[config.mk]
export PLATFORM = sky130hd
export DESIGN_NAME = ddcb_config
export DESIGN_NICKNAME = d
export VERILOG_FILES = /design/src/include/ddcb_pkg.sv /design/src/hw/ddcb_config.sv
export SDC_FILE = /design/constraint.sdc
export NUM_CORES = 1
export LEC_CHECK = 0
export BUFFER_PORTS_ARGS = -buffer_cell sky130_fd_sc_hd__buf_4
export CAP_MARGIN = 20
export CELL_PAD_IN_SITES_DETAIL_PLACEMENT = 0
export CELL_PAD_IN_SITES_GLOBAL_PLACEMENT = 1
export CORE_MARGIN = 2
export CORE_UTILIZATION = 38
export CTS_BUF_LIST = sky130_fd_sc_hd__clkbuf_16
export CTS_CLUSTER_SIZE = 8
export DETAILED_ROUTE_END_ITERATION = 10
export GPL_ROUTABILITY_DRIVEN = 1
export PLACE_DENSITY_LB_ADDON = 0.05
export SYNTH_ARGS = -nofsm -noshare
export SYNTH_HDL_FRONTEND = slang
export SYNTH_SLANG_ARGS = --single-unit
[constraint.sdc]
create_clock -name ref_clk_i -period 5.9 [get_ports ref_clk_i]
set_clock_uncertainty 0.15 [all_clocks]
set_input_delay 1.18 -clock ref_clk_i [delete_from_list [all_inputs] [get_ports ref_clk_i]]
set_output_delay 1.18 -clock ref_clk_i [all_outputs]
set_load 0.1 [all_outputs]
[src/include/ddcb_pkg.sv]
// Constants for the DDC channel binding and NCO configuration bank.
// Assumes a 12-bit APB byte address; every register takes one word.
package ddcb_pkg;
  // Register indices; byte address is four times the index
  localparam logic [9:0] IDX_BIND = 10'h216;
  localparam logic [9:0] IDX_RDIV = 10'h217;
  localparam logic [9:0] IDX_SYNC = 10'h219;
  localparam logic [9:0] IDX_CTRL = 10'h200;
  localparam logic [9:0] IDX_STAT = 10'h201;
  localparam logic [11:0] ADDR_BIND = {IDX_BIND, 2'b00};
  localparam logic [11:0] ADDR_RDIV = {IDX_RDIV, 2'b00};
  localparam logic [11:0] ADDR_SYNC = {IDX_SYNC, 2'b00};
  localparam logic [11:0] ADDR_CTRL = {IDX_CTRL, 2'b00};
  localparam logic [11:0] ADDR_STAT = {IDX_STAT, 2'b00};
  // Reset values
  localparam logic [7:0] RST_BIND = 8'h02;
  localparam logic [15:0] RST_RDIV = 16'h0000;
  localparam logic [7:0] RST_SYNC = 8'h02;
  localparam logic [7:0] RST_CTRL = 8'h00;
  // Field positions
  localparam int BIND_SRC_A = 0;
  localparam int BIND_SRC_B = 1;
  localparam int SYNC_NEXT = 0;
  localparam int SYNC_LINK = 1;
  localparam int CTRL_PD_A = 0;
  localparam int CTRL_PD_B = 1;
  localparam int CTRL_LINK_EN = 2;
  localparam int CTRL_CAL_EN = 3;
  localparam int STAT_PD_A = 0;
  localparam int STAT_PD_B = 1;
  localparam int STAT_ARMED = 2;
  localparam int STAT_LINK_PEND = 3;
  localparam int STAT_ZERO_SEEN = 4;
  localparam int STAT_RDIV_EN = 5;
endpackage
[src/hw/ddcb_config.sv]
// Channel binding, NCO reference divisor and NCO phase sync controls.
// Assumes an APB4 master on ref_clk_i; sync_n_i and sysref_i are pins
// from outside this clock domain, lmfc_edge_i comes from local logic.
//
// Summary of operation
// - Bind bit 1 picks digital B source
// - Bind bit 0 picks digital A source
// - Zero divisor disables it, reset zero
// - One divisor shared by all presets
// - Sync register resets to 0x02
// - Link request sync at next boundary
// - Arm by writing 0 then 1; once
//
// Implementation choice: the APB interface to the registers.
`timescale 1ns/1ps
module ddcb_config (
  input wire logic ref_clk_i,
  input wire logic resetn_i,
  input wire logic psel_i,
  input wire logic penable_i,
  input wire logic pwrite_i,
  input wire logic [11:0] paddr_i,
  input wire logic [31:0] pwdata_i,
  input wire logic [3:0] pstrb_i,
  output logic [31:0] prdata_o,
  output logic pready_o,
  output logic pslverr_o,
  input wire logic sync_n_i,
  input wire logic sysref_i,
  input wire logic lmfc_edge_i,
  output logic dig_a_src_o,
  output logic dig_b_src_o,
  output logic conv_a_pd_o,
  output logic conv_b_pd_o,
  output logic dig_a_pd_o,
  output logic dig_b_pd_o,
  output logic link_enable_o,
  output logic cal_enable_o,
  output logic [15:0] nco_reference_divisor_o,
  output logic nco_reference_divisor_en_o,
  output logic nco_phase_init_o
);

  ////////////////////////////////////////////////////////////////////////
  // Pin synchronisers and edge detection

  logic sync_n_s1;
  logic sync_n_s2;
  logic sync_n_d;
  logic sysref_s1;
  logic sysref_s2;
  logic sysref_d;
  logic sync_rise;
  logic sysref_rise;

  // Edges are taken after the second stage only
  // Sync stages reset to the pin's idle high: no false edge on release
  always_ff @(posedge ref_clk_i) begin
    if (!resetn_i) begin
      sync_n_s1 <= 1'b1;
      sync_n_s2 <= 1'b1;
      sync_n_d <= 1'b1;
      sysref_s1 <= 1'b0;
      sysref_s2 <= 1'b0;
      sysref_d <= 1'b0;
    end else begin
      sync_n_s1 <= sync_n_i;
      sync_n_s2 <= sync_n_s1;
      sync_n_d <= sync_n_s2;
      sysref_s1 <= sysref_i;
      sysref_s2 <= sysref_s1;
      sysref_d <= sysref_s2;
    end
  end

  assign sync_rise = sync_n_s2 & ~sync_n_d;
  assign sysref_rise = sysref_s2 & ~sysref_d;

  ////////////////////////////////////////////////////////////////////////
  // APB decode

  logic setup_ph;
  logic wr_acc;
  logic [11:0] addr_word;
  logic hit_bind;
  logic hit_rdiv;
  logic hit_sync;
  logic hit_ctrl;
  logic hit_stat;
  logic hit_any;

  assign setup_ph = psel_i & ~penable_i;
  // Write lands on the edge where pready is seen high
  assign wr_acc = psel_i & penable_i & pready_o & pwrite_i;
  assign addr_word = {paddr_i[11:2], 2'b00};

  always_comb begin
    hit_bind = 1'b0;
    hit_rdiv = 1'b0;
    hit_sync = 1'b0;
    hit_ctrl = 1'b0;
    hit_stat = 1'b0;
    if (addr_word == ddcb_pkg::ADDR_BIND) begin
      hit_bind = 1'b1;
    end else if (addr_word == ddcb_pkg::ADDR_RDIV) begin
      hit_rdiv = 1'b1;
    end else if (addr_word == ddcb_pkg::ADDR_SYNC) begin
      hit_sync = 1'b1;
    end else if (addr_word == ddcb_pkg::ADDR_CTRL) begin
      hit_ctrl = 1'b1;
    end else if (addr_word == ddcb_pkg::ADDR_STAT) begin
      hit_stat = 1'b1;
    end
  end

  assign hit_any = hit_bind | hit_rdiv | hit_sync | hit_ctrl | hit_stat;

  ////////////////////////////////////////////////////////////////////////
  // Registers

  logic [7:0] bind_reg;
  logic [15:0] rdiv_reg;
  logic [7:0] sync_reg;
  logic [7:0] ctrl_reg;
  logic zero_seen;
  logic armed;
  logic link_pend;
  logic [7:0] next_bind_reg;
  logic [15:0] next_rdiv_reg;
  logic [7:0] next_sync_reg;
  logic [7:0] next_ctrl_reg;
  logic next_zero_seen;
  logic next_armed;
  logic next_link_pend;
  logic next_init;
  logic wr_sync_lo;

  // Binding changes are not blocked while link or calibration run:
  // software clears both first
  // Reserved bits are kept writable, as documented
  assign wr_sync_lo = wr_acc & hit_sync & pstrb_i[0];

  always_comb begin
    next_bind_reg = bind_reg;
    next_rdiv_reg = rdiv_reg;
    next_sync_reg = sync_reg;
    next_ctrl_reg = ctrl_reg;
    if (wr_acc && hit_bind && pstrb_i[0]) begin
      next_bind_reg = pwdata_i[7:0];
    end
    if (wr_acc && hit_rdiv) begin
      if (pstrb_i[0]) begin
        next_rdiv_reg[7:0] = pwdata_i[7:0];
      end
      if (pstrb_i[1]) begin
        next_rdiv_reg[15:8] = pwdata_i[15:8];
      end
    end
    if (wr_sync_lo) begin
      next_sync_reg = pwdata_i[7:0];
    end
    if (wr_acc && hit_ctrl && pstrb_i[0]) begin
      next_ctrl_reg = pwdata_i[7:0];
    end
  end

  // Arm sequence: a write of 0 then a write of 1 to the next bit
  always_comb begin
    next_zero_seen = zero_seen;
    next_armed = armed;
    next_init = 1'b0;
    next_link_pend = link_pend;
    if (armed && sysref_rise) begin
      next_armed = 1'b0;
      next_init = 1'b1;
    end
    if (wr_sync_lo) begin
      if (!pwdata_i[ddcb_pkg::SYNC_NEXT]) begin
        next_zero_seen = 1'b1;
        next_armed = 1'b0;
      end else if (zero_seen) begin
        // A fresh arm wins over a coincident SYSREF edge
        next_zero_seen = 1'b0;
        next_armed = 1'b1;
      end
    end
    // Pending edge waits for a later boundary, never the same cycle
    if (link_pend && lmfc_edge_i) begin
      next_link_pend = 1'b0;
      next_init = 1'b1;
    end
    if (sync_rise && sync_reg[ddcb_pkg::SYNC_LINK]) begin
      next_link_pend = 1'b1;
    end
    if (!sync_reg[ddcb_pkg::SYNC_LINK]) begin
      next_link_pend = 1'b0;
    end
  end

  always_ff @(posedge ref_clk_i) begin
    if (!resetn_i) begin
      bind_reg <= ddcb_pkg::RST_BIND;
      rdiv_reg <= ddcb_pkg::RST_RDIV;
      sync_reg <= ddcb_pkg::RST_SYNC;
      ctrl_reg <= ddcb_pkg::RST_CTRL;
      zero_seen <= 1'b0;
      armed <= 1'b0;
      link_pend <= 1'b0;
      nco_phase_init_o <= 1'b0;
    end else begin
      bind_reg <= next_bind_reg;
      rdiv_reg <= next_rdiv_reg;
      sync_reg <= next_sync_reg;
      ctrl_reg <= next_ctrl_reg;
      zero_seen <= next_zero_seen;
      armed <= next_armed;
      link_pend <= next_link_pend;
      nco_phase_init_o <= next_init;
    end
  end

  ////////////////////////////////////////////////////////////////////////
  // Datapath controls

  logic next_dig_a_pd;
  logic next_dig_b_pd;

  // A digital channel powers down with its bound converter
  always_comb begin
    next_dig_a_pd = next_bind_reg[ddcb_pkg::BIND_SRC_A] ?
      next_ctrl_reg[ddcb_pkg::CTRL_PD_B] :
      next_ctrl_reg[ddcb_pkg::CTRL_PD_A];
    next_dig_b_pd = next_bind_reg[ddcb_pkg::BIND_SRC_B] ?
      next_ctrl_reg[ddcb_pkg::CTRL_PD_B] :
      next_ctrl_reg[ddcb_pkg::CTRL_PD_A];
  end

  // Outputs mirror the register values from the same edge
  always_ff @(posedge ref_clk_i) begin
    if (!resetn_i) begin
      dig_a_src_o <= ddcb_pkg::RST_BIND[ddcb_pkg::BIND_SRC_A];
      dig_b_src_o <= ddcb_pkg::RST_BIND[ddcb_pkg::BIND_SRC_B];
      conv_a_pd_o <= 1'b0;
      conv_b_pd_o <= 1'b0;
      dig_a_pd_o <= 1'b0;
      dig_b_pd_o <= 1'b0;
      link_enable_o <= 1'b0;
      cal_enable_o <= 1'b0;
      nco_reference_divisor_o <= ddcb_pkg::RST_RDIV;
      nco_reference_divisor_en_o <= 1'b0;
    end else begin
      dig_a_src_o <= next_bind_reg[ddcb_pkg::BIND_SRC_A];
      dig_b_src_o <= next_bind_reg[ddcb_pkg::BIND_SRC_B];
      conv_a_pd_o <= next_ctrl_reg[ddcb_pkg::CTRL_PD_A];
      conv_b_pd_o <= next_ctrl_reg[ddcb_pkg::CTRL_PD_B];
      dig_a_pd_o <= next_dig_a_pd;
      dig_b_pd_o <= next_dig_b_pd;
      link_enable_o <= next_ctrl_reg[ddcb_pkg::CTRL_LINK_EN];
      cal_enable_o <= next_ctrl_reg[ddcb_pkg::CTRL_CAL_EN];
      // Single divisor feeds every preset; no per-preset copy
      nco_reference_divisor_o <= next_rdiv_reg;
      // Zero turns the divisor off: plain 32-bit accumulator
      nco_reference_divisor_en_o <= |next_rdiv_reg;
    end
  end

  ////////////////////////////////////////////////////////////////////////
  // APB read and response

  logic [31:0] next_prdata;
  logic next_pslverr;
  logic [7:0] stat_val;

  always_comb begin
    stat_val = 8'h00;
    stat_val[ddcb_pkg::STAT_PD_A] = dig_a_pd_o;
    stat_val[ddcb_pkg::STAT_PD_B] = dig_b_pd_o;
    stat_val[ddcb_pkg::STAT_ARMED] = armed;
    stat_val[ddcb_pkg::STAT_LINK_PEND] = link_pend;
    stat_val[ddcb_pkg::STAT_ZERO_SEEN] = zero_seen;
    stat_val[ddcb_pkg::STAT_RDIV_EN] = nco_reference_divisor_en_o;
  end

  // Answer is built in setup so every output comes from a flop
  always_comb begin
    next_prdata = 32'h0000_0000;
    next_pslverr = 1'b0;
    if (setup_ph) begin
      if (!hit_any) begin
        next_pslverr = 1'b1;
      end else if (pwrite_i && hit_stat) begin
        next_pslverr = 1'b1;
      end else if (!pwrite_i) begin
        if (hit_bind) begin
          next_prdata = {24'h00_0000, bind_reg};
        end else if (hit_rdiv) begin
          next_prdata = {16'h0000, rdiv_reg};
        end else if (hit_sync) begin
          next_prdata = {24'h00_0000, sync_reg};
        end else if (hit_ctrl) begin
          next_prdata = {24'h00_0000, ctrl_reg};
        end else begin
          next_prdata = {24'h00_0000, stat_val};
        end
      end
    end
  end

  always_ff @(posedge ref_clk_i) begin
    if (!resetn_i) begin
      prdata_o <= 32'h0000_0000;
      pready_o <= 1'b0;
      pslverr_o <= 1'b0;
    end else begin
      prdata_o <= next_prdata;
      pready_o <= setup_ph;
      pslverr_o <= next_pslverr;
    end
  end

endmodule

; ---- Word level (Yosys, flattened, before mapping)
; Index checks and enable logic that the tools add are counted.
[totals]
out_inout_bits = 60
word_cells = 106
latch_bits = 0
reg_bits = 93
input_bits = 56
rom_bits = 0
memories = 0
ram_bits = 0
[op_classes]
multipliers = 0
n_div = 0
shift = 0
n_eq_ne = 5
bitwise_logic = 18
order_cmp = 0
reduce_logical = 16
add_sub_neg = 0
mux = 37
[ops]
columns = op, count
row1 = $eq 10x10->1 const B, 5
row2 = $mux 8, 5
row3 = $mux 16, 2
row4 = $mux 1, 28
row5 = $reduce_or 16->1, 1
row6 = $logic_and 1x1->1, 9
row7 = $and 1x1->1, 8
row8 = $reduce_or 8->1, 1
row9 = $not 1->1, 6
row10 = $reduce_or 6->1, 1
row11 = $reduce_or 5->1, 1
row12 = $mux 4, 1
row13 = $or 1x1->1, 4
row14 = $reduce_and 2->1, 2
row15 = $mux 2, 1
row16 = $reduce_bool 2->1, 1

; ---- Logic depth before layout (Yosys ltp)
; Gate-level depths: netlist (run 1).
[logic_depth]
ltp_word = 9
ltp_mapped = 7

; ---- Least setup slack after synthesis (run 1)
; OpenSTA, ideal clock, no wires.
[synth_path]
kind = input -> register
start = input paddr_i[7]
end = register nco_reference_divisor_en_o
setup_time_ns = 0.074
arrival_time_ns = 3.144
path_slack_ns = 2.532
t_required_ns = 5.676
path_buffers = 2
cell_stages = 7
path_cell_list = or4b_1 > or4_1 > buf_2 > or2_1 > buf_6 > mux2_4 > a31oi_1
[synth_via]
elab_chain_len = 6
elab_cells_between_ends = 7
cone_classes = eq/ne (2) / mux (3) / reduce/logical (2)
[synth_rtl]
columns = element, line_no
row1 = from (decl), ddcb_config.sv:22  ; input wire logic [11:0] paddr_i,
row2 = $eq 10x10->1, ddcb_config.sv:105  ; end else if (addr_word == ddcb_pkg::ADDR_RDIV) begin
row3 = $mux 1, ddcb_config.sv:105
row4 = $mux 1 *, ddcb_config.sv:103  ; if (addr_word == ddcb_pkg::ADDR_BIND) begin
row5 = $logic_and 1x1->1 *, ddcb_config.sv:151  ; if (wr_acc && hit_rdiv) begin
row6 = $mux 16 *, ddcb_config.sv:151
row7 = $reduce_or 16->1 *, ddcb_config.sv:263  ; nco_reference_divisor_en_o <= |next_rdiv_reg;
row8 = to (signal assigned), ddcb_config.sv:263
row9 = to (decl), ddcb_config.sv:40  ; output logic nco_reference_divisor_en_o,
; Every way passes the cells marked *; elsewhere a longest branch is shown, timed or not.
; A chain may end at the register's enable or synchronous reset.

; ---- Final worst setup path (run 1)
; Ends and elaborated chain as after synthesis.

==> impl_metrics.tcl, run 1 <==
set metrics [dict create \
    cts-root-buf "clkbuf_16" \
    cts_resized 0 \
    max_cap_viol_count 0 \
    clk_pin_slew_ps 60 \
    synth_edf_count 0 \
    ctsHoldBuffers 0 \
    crit_chain "buf_4, or4b_1, or4_1, or2_1, mux2_4, a31oi_1" \
    h-tree-depth 3 \
    gp_congestion 0.807 \
    power_mw 1.25 \
    antenna_found_initial 0 \
    clock_path_buffers 2 \
    seqCellArea_um2 1420 \
    crit_fanout 11 \
    crit_type "input pin to flip-flop" \
    hp-class "flip-flop to flip-flop" \
    drt-total-wl_um 8620 \
    power.leakage_nw 1.75 \
    ant_nets 0 \
    required_ps 6000 \
    rsz0062_at_grt "false" \
    dpl.hpwl_um 6110 \
    grt_max_degree 32 \
    layout_common_cells "buf_4, dfxtp_1, nand2_1" \
    coreArea_um2 7770 \
    layout_commonest_cell "buf_4" \
    drc_errors 0 \
    cts_tree "built" \
    portBuffers 79 \
    hold_viol 0 \
    grt_pass1_vias 2572 \
    grt_first_pass_wirelength_um 13300 \
    final.fill_count 750 \
    drive_above_1_share_pct 24.4 \
    syn_avg_cell_area_um2 8.61 \
    drt-initial-drc-count 123 \
    critPathArrivalTime_ps 3840 \
    outcome "finished clean" \
    grtUsageTotal_pct 19.7 \
    async_flop_share_pct 0 \
    num_vias 2798 \
    ys_seq_elements 71 \
    setup.worst_path.end_class "flip-flop" \
    slew_headroom_pct 32.8 \
    synth_flop_cell "dfxtp_1" \
    clock-sinks 71 \
    fin_crit_sh_pct 63.4 \
    seq_area_frac_synth_pct 46.4 \
    yosysWarningCount 0 \
    grt_overflow_total 0 \
    crit_buf_inv 1 \
    viasPerCell 5.17 \
    crit_path_start_kind "input pin" \
    largest_registers "nco_reference_divisor_o x16, prdata_o x16" \
    finalSetupViolations 0 \
    layout-area-overhead-vs-synth_pct 32.6 \
    drtPass1Iterations 4 \
    syn_area_um2 3070 \
    synthCells 356 \
    power_density_nw_per_um2 307 \
    ys_types 43 \
    tightest_slew_ps 1000 \
    post_drt_wl_per_cell_um 15.9 \
    num_io_pins 116 \
    max_stage_delay_ps 760 \
    fmax_ghz 0.267 \
    start_util_pct 39.5 \
    multi_input_area_um2 1470 \
    finalSetupTns_ps 0 \
    cts_setup_buffers 0 \
    dieArea_um2 8800 \
    ir_drop_mv 0.189 \
    nNetsFinal 490 \
    row_count 32 \
    crit_slowest_cell "or4b_1" \
    antennaDiodeCount 0 \
    die_w_um 93.8 \
    cts_buffers 9 \
    die_h_um 93.8 \
    drv_slew 0 \
    insertion_delay_ps 320 \
    cp_top_family "simple AND/OR/NAND/NOR gates" \
    min_period_ps 3740 \
]
## cells in the mapped netlist (2+ instances only)
library cell / count / area, um2
nand3_1: 29 / 145
nand3b_1: 2 / 15.0
mux2i_1: 24 / 240
buf_4: 16 / 120
and4_1: 2 / 17.5
a21boi_0: 2 / 15.0
o21ai_0: 5 / 25.0
nor3_1: 14 / 70.1
a21oi_1: 36 / 180
nand2_1: 41 / 154
nor4_1: 7 / 43.8
buf_2: 2 / 10.0
a22oi_1: 2 / 15.0
nor2_1: 22 / 82.6
or4_1: 2 / 15.0
nand4_1: 2 / 12.5
o22ai_1: 7 / 43.8
inv_1: 9 / 33.8
and3_1: 9 / 56.3
clkbuf_1: 13 / 48.8
mux2_2: 3 / 33.8
dfxtp_1: 71 / 1420
nand2b_1: 3 / 18.8
and2_1: 14 / 87.6
## worst register-to-register path: cells and delay by family (launching register included)
family	cells	cell delay, ps
DFF	1	370
and+or+nand+nor	3	540
buffers and inverters	1	270
muxes	2	560
## cell families after synthesis
| group | count (synthesis) | share of synthesized area [%] |
|---|---|---|
| mux | 28 | 9.43 |
| simple gates | 156 | 26.0 |
| flops | 71 | 46.4 |
| buf+inv | 42 | 7.43 |
| compound gates | 58 | 10.7 |
| other cells | 1 | 0.122 |
## final cells by class
cell class	count	share of cell area [%]
clock inverters	7	3.57
repair buffers	85	15.7
flip-flops and latches	71	35.0
clock buffers	9	5.54
multi-input cells	258	36.2
inverters	9	0.831
well taps	102	3.14
## through the flow
step | std cells | cell area [um2] | setup slack, ps | util (%) | hold WS (ps)
after floorplan | 371 | 3120 | 2530 | - | 236
after global placement | 525 | 3690 | 1860 | 47.6 | 240
after detailed placement | 525 | 3690 | 1830 | 47.6 | 246
after CTS | 541 | 4060 | 2170 | 52.3 | 263
after global routing | 541 | 4060 | 1950 | 52.3 | 280
final | 541 | 4060 | 2160 | 52.3 | 258
## per-layer routing
metal	wire [um]	up-vias	GRT usage [%]
met5	0	-	0
met4	92	0	5.43
met3	366	8	3.37
met2	4110	82	32.3
met1	4050	1327	26.7
li1	-	1381	-
## worst paths after layout
check                           slack [ps]                 start                               endpoint  depth (start not counted)
worst min-delay path                   260  sync_n_s1$_SDFF_PN1_                   sync_n_s2$_SDFF_PN1_                          1
worst max register to register        3950   pready_o$_SDFF_PN0_                  dig_b_pd_o$_SDFF_PN0_                          6
worst max-delay path                  2160            paddr_i[7]  nco_reference_divisor_en_o$_SDFF_PN0_                          6
worst min register to register         260  sync_n_s1$_SDFF_PN1_                   sync_n_s2$_SDFF_PN1_                          1
## where the power goes
part,leakage [nW],internal (mW),switching [mW]
sequential,0.573,0.482,0.00101
combinational,1.00,0.0225,0.0750
clock,0.176,0.457,0.209
Note: power is estimated with default switching activity, not from simulation.
==> run 2, diff against run 1 <==
--- a/config.mk
+++ b/config.mk
@@ -5,12 +5,13 @@
 export SDC_FILE = /design/constraint.sdc
 export NUM_CORES = 1
 export LEC_CHECK = 0
+export ABC_AREA = 1
 export BUFFER_PORTS_ARGS = -buffer_cell sky130_fd_sc_hd__buf_4
 export CAP_MARGIN = 20
 export CELL_PAD_IN_SITES_DETAIL_PLACEMENT = 0
 export CELL_PAD_IN_SITES_GLOBAL_PLACEMENT = 1
 export CORE_MARGIN = 2
-export CORE_UTILIZATION = 38
+export CORE_UTILIZATION = 31
 export CTS_BUF_LIST = sky130_fd_sc_hd__clkbuf_16
 export CTS_CLUSTER_SIZE = 8
 export DETAILED_ROUTE_END_ITERATION = 10
==> constraint.sdc (replaced) <==
create_clock -name ref_clk_i -period 3.15 [get_ports ref_clk_i]
set_clock_uncertainty 0.15 [all_clocks]
set_input_delay 0.63 -clock ref_clk_i [delete_from_list [all_inputs] [get_ports ref_clk_i]]
set_output_delay 0.63 -clock ref_clk_i [all_outputs]
set_load 0.1 [all_outputs]
==> impl_metrics.tcl, run 2 <==
set metrics [dict create \
    cts_tree "built" \
    finalSetupViolations 0 \
    nNetsFinal 578 \
    final.fill_count 1104 \
    crit_fanout 4 \
    clk_pin_slew_ps 60 \
    syn_area_um2 3210 \
    power.leakage_nw 2.07 \
    finalSetupTns_ps 0 \
    min_period_ps 2250 \
    cts-root-buf "clkbuf_16" \
    syn_avg_cell_area_um2 7.32 \
    row_count 37 \
    grt_max_degree 27 \
    synth_flop_cell "dfxtp_1" \
    die_w_um 106 \
    crit_path_start_kind "input pin" \
    grt_pass1_vias 2660 \
    grtUsageTotal_pct 16.1 \
    insertion_delay_ps 330 \
    coreArea_um2 10200 \
    ctsHoldBuffers 0 \
    setup.worst_path.end_class "flip-flop" \
    drt-total-wl_um 8800 \
    layout_commonest_cell "buf_4" \
    largest_registers "nco_reference_divisor_o x16, prdata_o x16" \
    drv_slew 0 \
    power_density_nw_per_um2 498 \
    crit_type "input pin to flip-flop" \
    slew_headroom_pct 48.3 \
    place_inst 647 \
    ir_drop_mv 0.231 \
    grt_overflow_total 0 \
    seqCellArea_um2 1420 \
    drtPass1Iterations 4 \
    worstReg2RegEnd "nco_reference_divisor_en_o$_SDFF_PN0_" \
    reg2reg_depth 10 \
    ys_types 38 \
    ant_nets 0 \
    h-tree-depth 3 \
    dpl.hpwl_um 6700 \
    r2r_start "pready_o$_SDFF_PN0_" \
    cts_buffers 9 \
    drc_errors 0 \
    seq_area_frac_synth_pct 44.3 \
    drive_above_1_share_pct 23.4 \
    portBuffers 79 \
    fin_crit_sh_pct 71.5 \
    critPathArrivalTime_ps 2310 \
    antennaDiodeCount 0 \
    antenna_found_initial 0 \
    hold_viol 0 \
    die_h_um 106 \
    multi_input_area_um2 1420 \
    synth_edf_count 0 \
    synth_common_cells "nand2_1, dfxtp_1, inv_1, nor2_1, o21ai_0" \
    layout_common_cells "buf_4, nand2_1, dfxtp_1" \
    drt-initial-drc-count 101 \
    start_util_pct 31.5 \
    hp-class "flip-flop to flip-flop" \
    synthTopCellsByArea "dfxtp_1, nand2_1, inv_1" \
    clock-sinks 71 \
    whs_path_depth 1 \
    post_drt_wl_per_cell_um 13.3 \
    synthCells 438 \
    yosysWarningCount 0 \
    rsz0062_at_grt "false" \
    synth.most_common_cell "nand2_1" \
    startpoint "paddr_i[10]" \
    cts_resized 0 \
    cts_setup_buffers 0 \
    max_cap_viol_count 0 \
    viasPerCell 4.39 \
    power_mw 2.08 \
    gp_congestion 0.868 \
    tightest_slew_ps 768 \
    num_io_pins 116 \
    required_ps 3210 \
    final-instance-count-excl-fill 662 \
    fmax_ghz 0.444 \
    num_vias 2907 \
    utilization_pct 41.0 \
    ys_seq_elements 71 \
    async_flop_share_pct 0 \
    rrSetupSlack_ps 1260 \
    synth_top_area_share_pct 44.3 \
    outcome "finished clean" \
    endpoint "armed$_SDFF_PN0_" \
    grt_first_pass_wirelength_um 13900 \
    layout-area-overhead-vs-synth_pct 30.4 \
    clock_path_buffers 2 \
    dieArea_um2 11200 \
    yosys.area.top_type "dfxtp_1" \
]
-- run 2: logic make-up after synthesis --
kind of cell | Yosys count | synth area share (%)
simple gates | 200 | 30.0
buf+inv | 91 | 13.1
compound gates | 75 | 12.5
flops | 71 | 44.3
other cells | 1 | 0.117
-- run 2: cell type report --
cell class / instances / share of cell area (%)
multi-input combinational: 291 / 34.0
sequential: 71 / 34.0
timing repair buffer: 85 / 15.3
inverter: 64 / 5.75
clock buffer: 9 / 5.39
tap: 136 / 4.07
clock inverter: 6 / 1.50
-- run 2: worst min-delay path by stage --
stage | start | endpoint | slack, ps
after CTS | sync_n_s1$_SDFF_PN1_ | sync_n_s2$_SDFF_PN1_ | 270
after floorplan | sysref_s1$_SDFF_PN0_ | sysref_s2$_SDFF_PN0_ | 240
after detailed placement | sysref_s1$_SDFF_PN0_ | sysref_s2$_SDFF_PN0_ | 250
final | sync_n_s1$_SDFF_PN1_ | sync_n_s2$_SDFF_PN1_ | 260
after global placement | sysref_s1$_SDFF_PN0_ | sysref_s2$_SDFF_PN0_ | 240
after global routing | sysref_s1$_SDFF_PN0_ | sysref_s2$_SDFF_PN0_ | 290
-- run 2: worst max-delay path: stages --
cell,delay (ps)
buf_4,120
nor2_1,260
nand3_1,110
nor4_1,600
nand2_1,200
o21ai_0,320
a21oi_1,70
-- run 2: metal layers --
| metal | GRT usage, % | share of wire, % |
|---|---|---|
| met1 | 22.1 | 49 |
| met2 | 24.5 | 44 |
| met3 | 2.91 | 4.5 |
| met4 | 6.95 | 2.0 |
| met5 | 0 | 0 |
-- run 2: through the flow --
stage / setup WS (ps) / hold WS [ps] / cell area [um2]
after global routing: 743 / 289 / 4180
after floorplan: 724 / 240 / 3260
final: 899 / 263 / 4180
after detailed placement: 598 / 252 / 3890
after global placement: 603 / 243 / 3890
after CTS: 946 / 265 / 4180
-- run 2: where the power goes --
group | internal, mW | switching (mW) | leakage, nW
registers | 0.903 | 0.00134 | 0.573
logic | 0.0429 | 0.144 | 1.36
clock network | 0.605 | 0.384 | 0.133
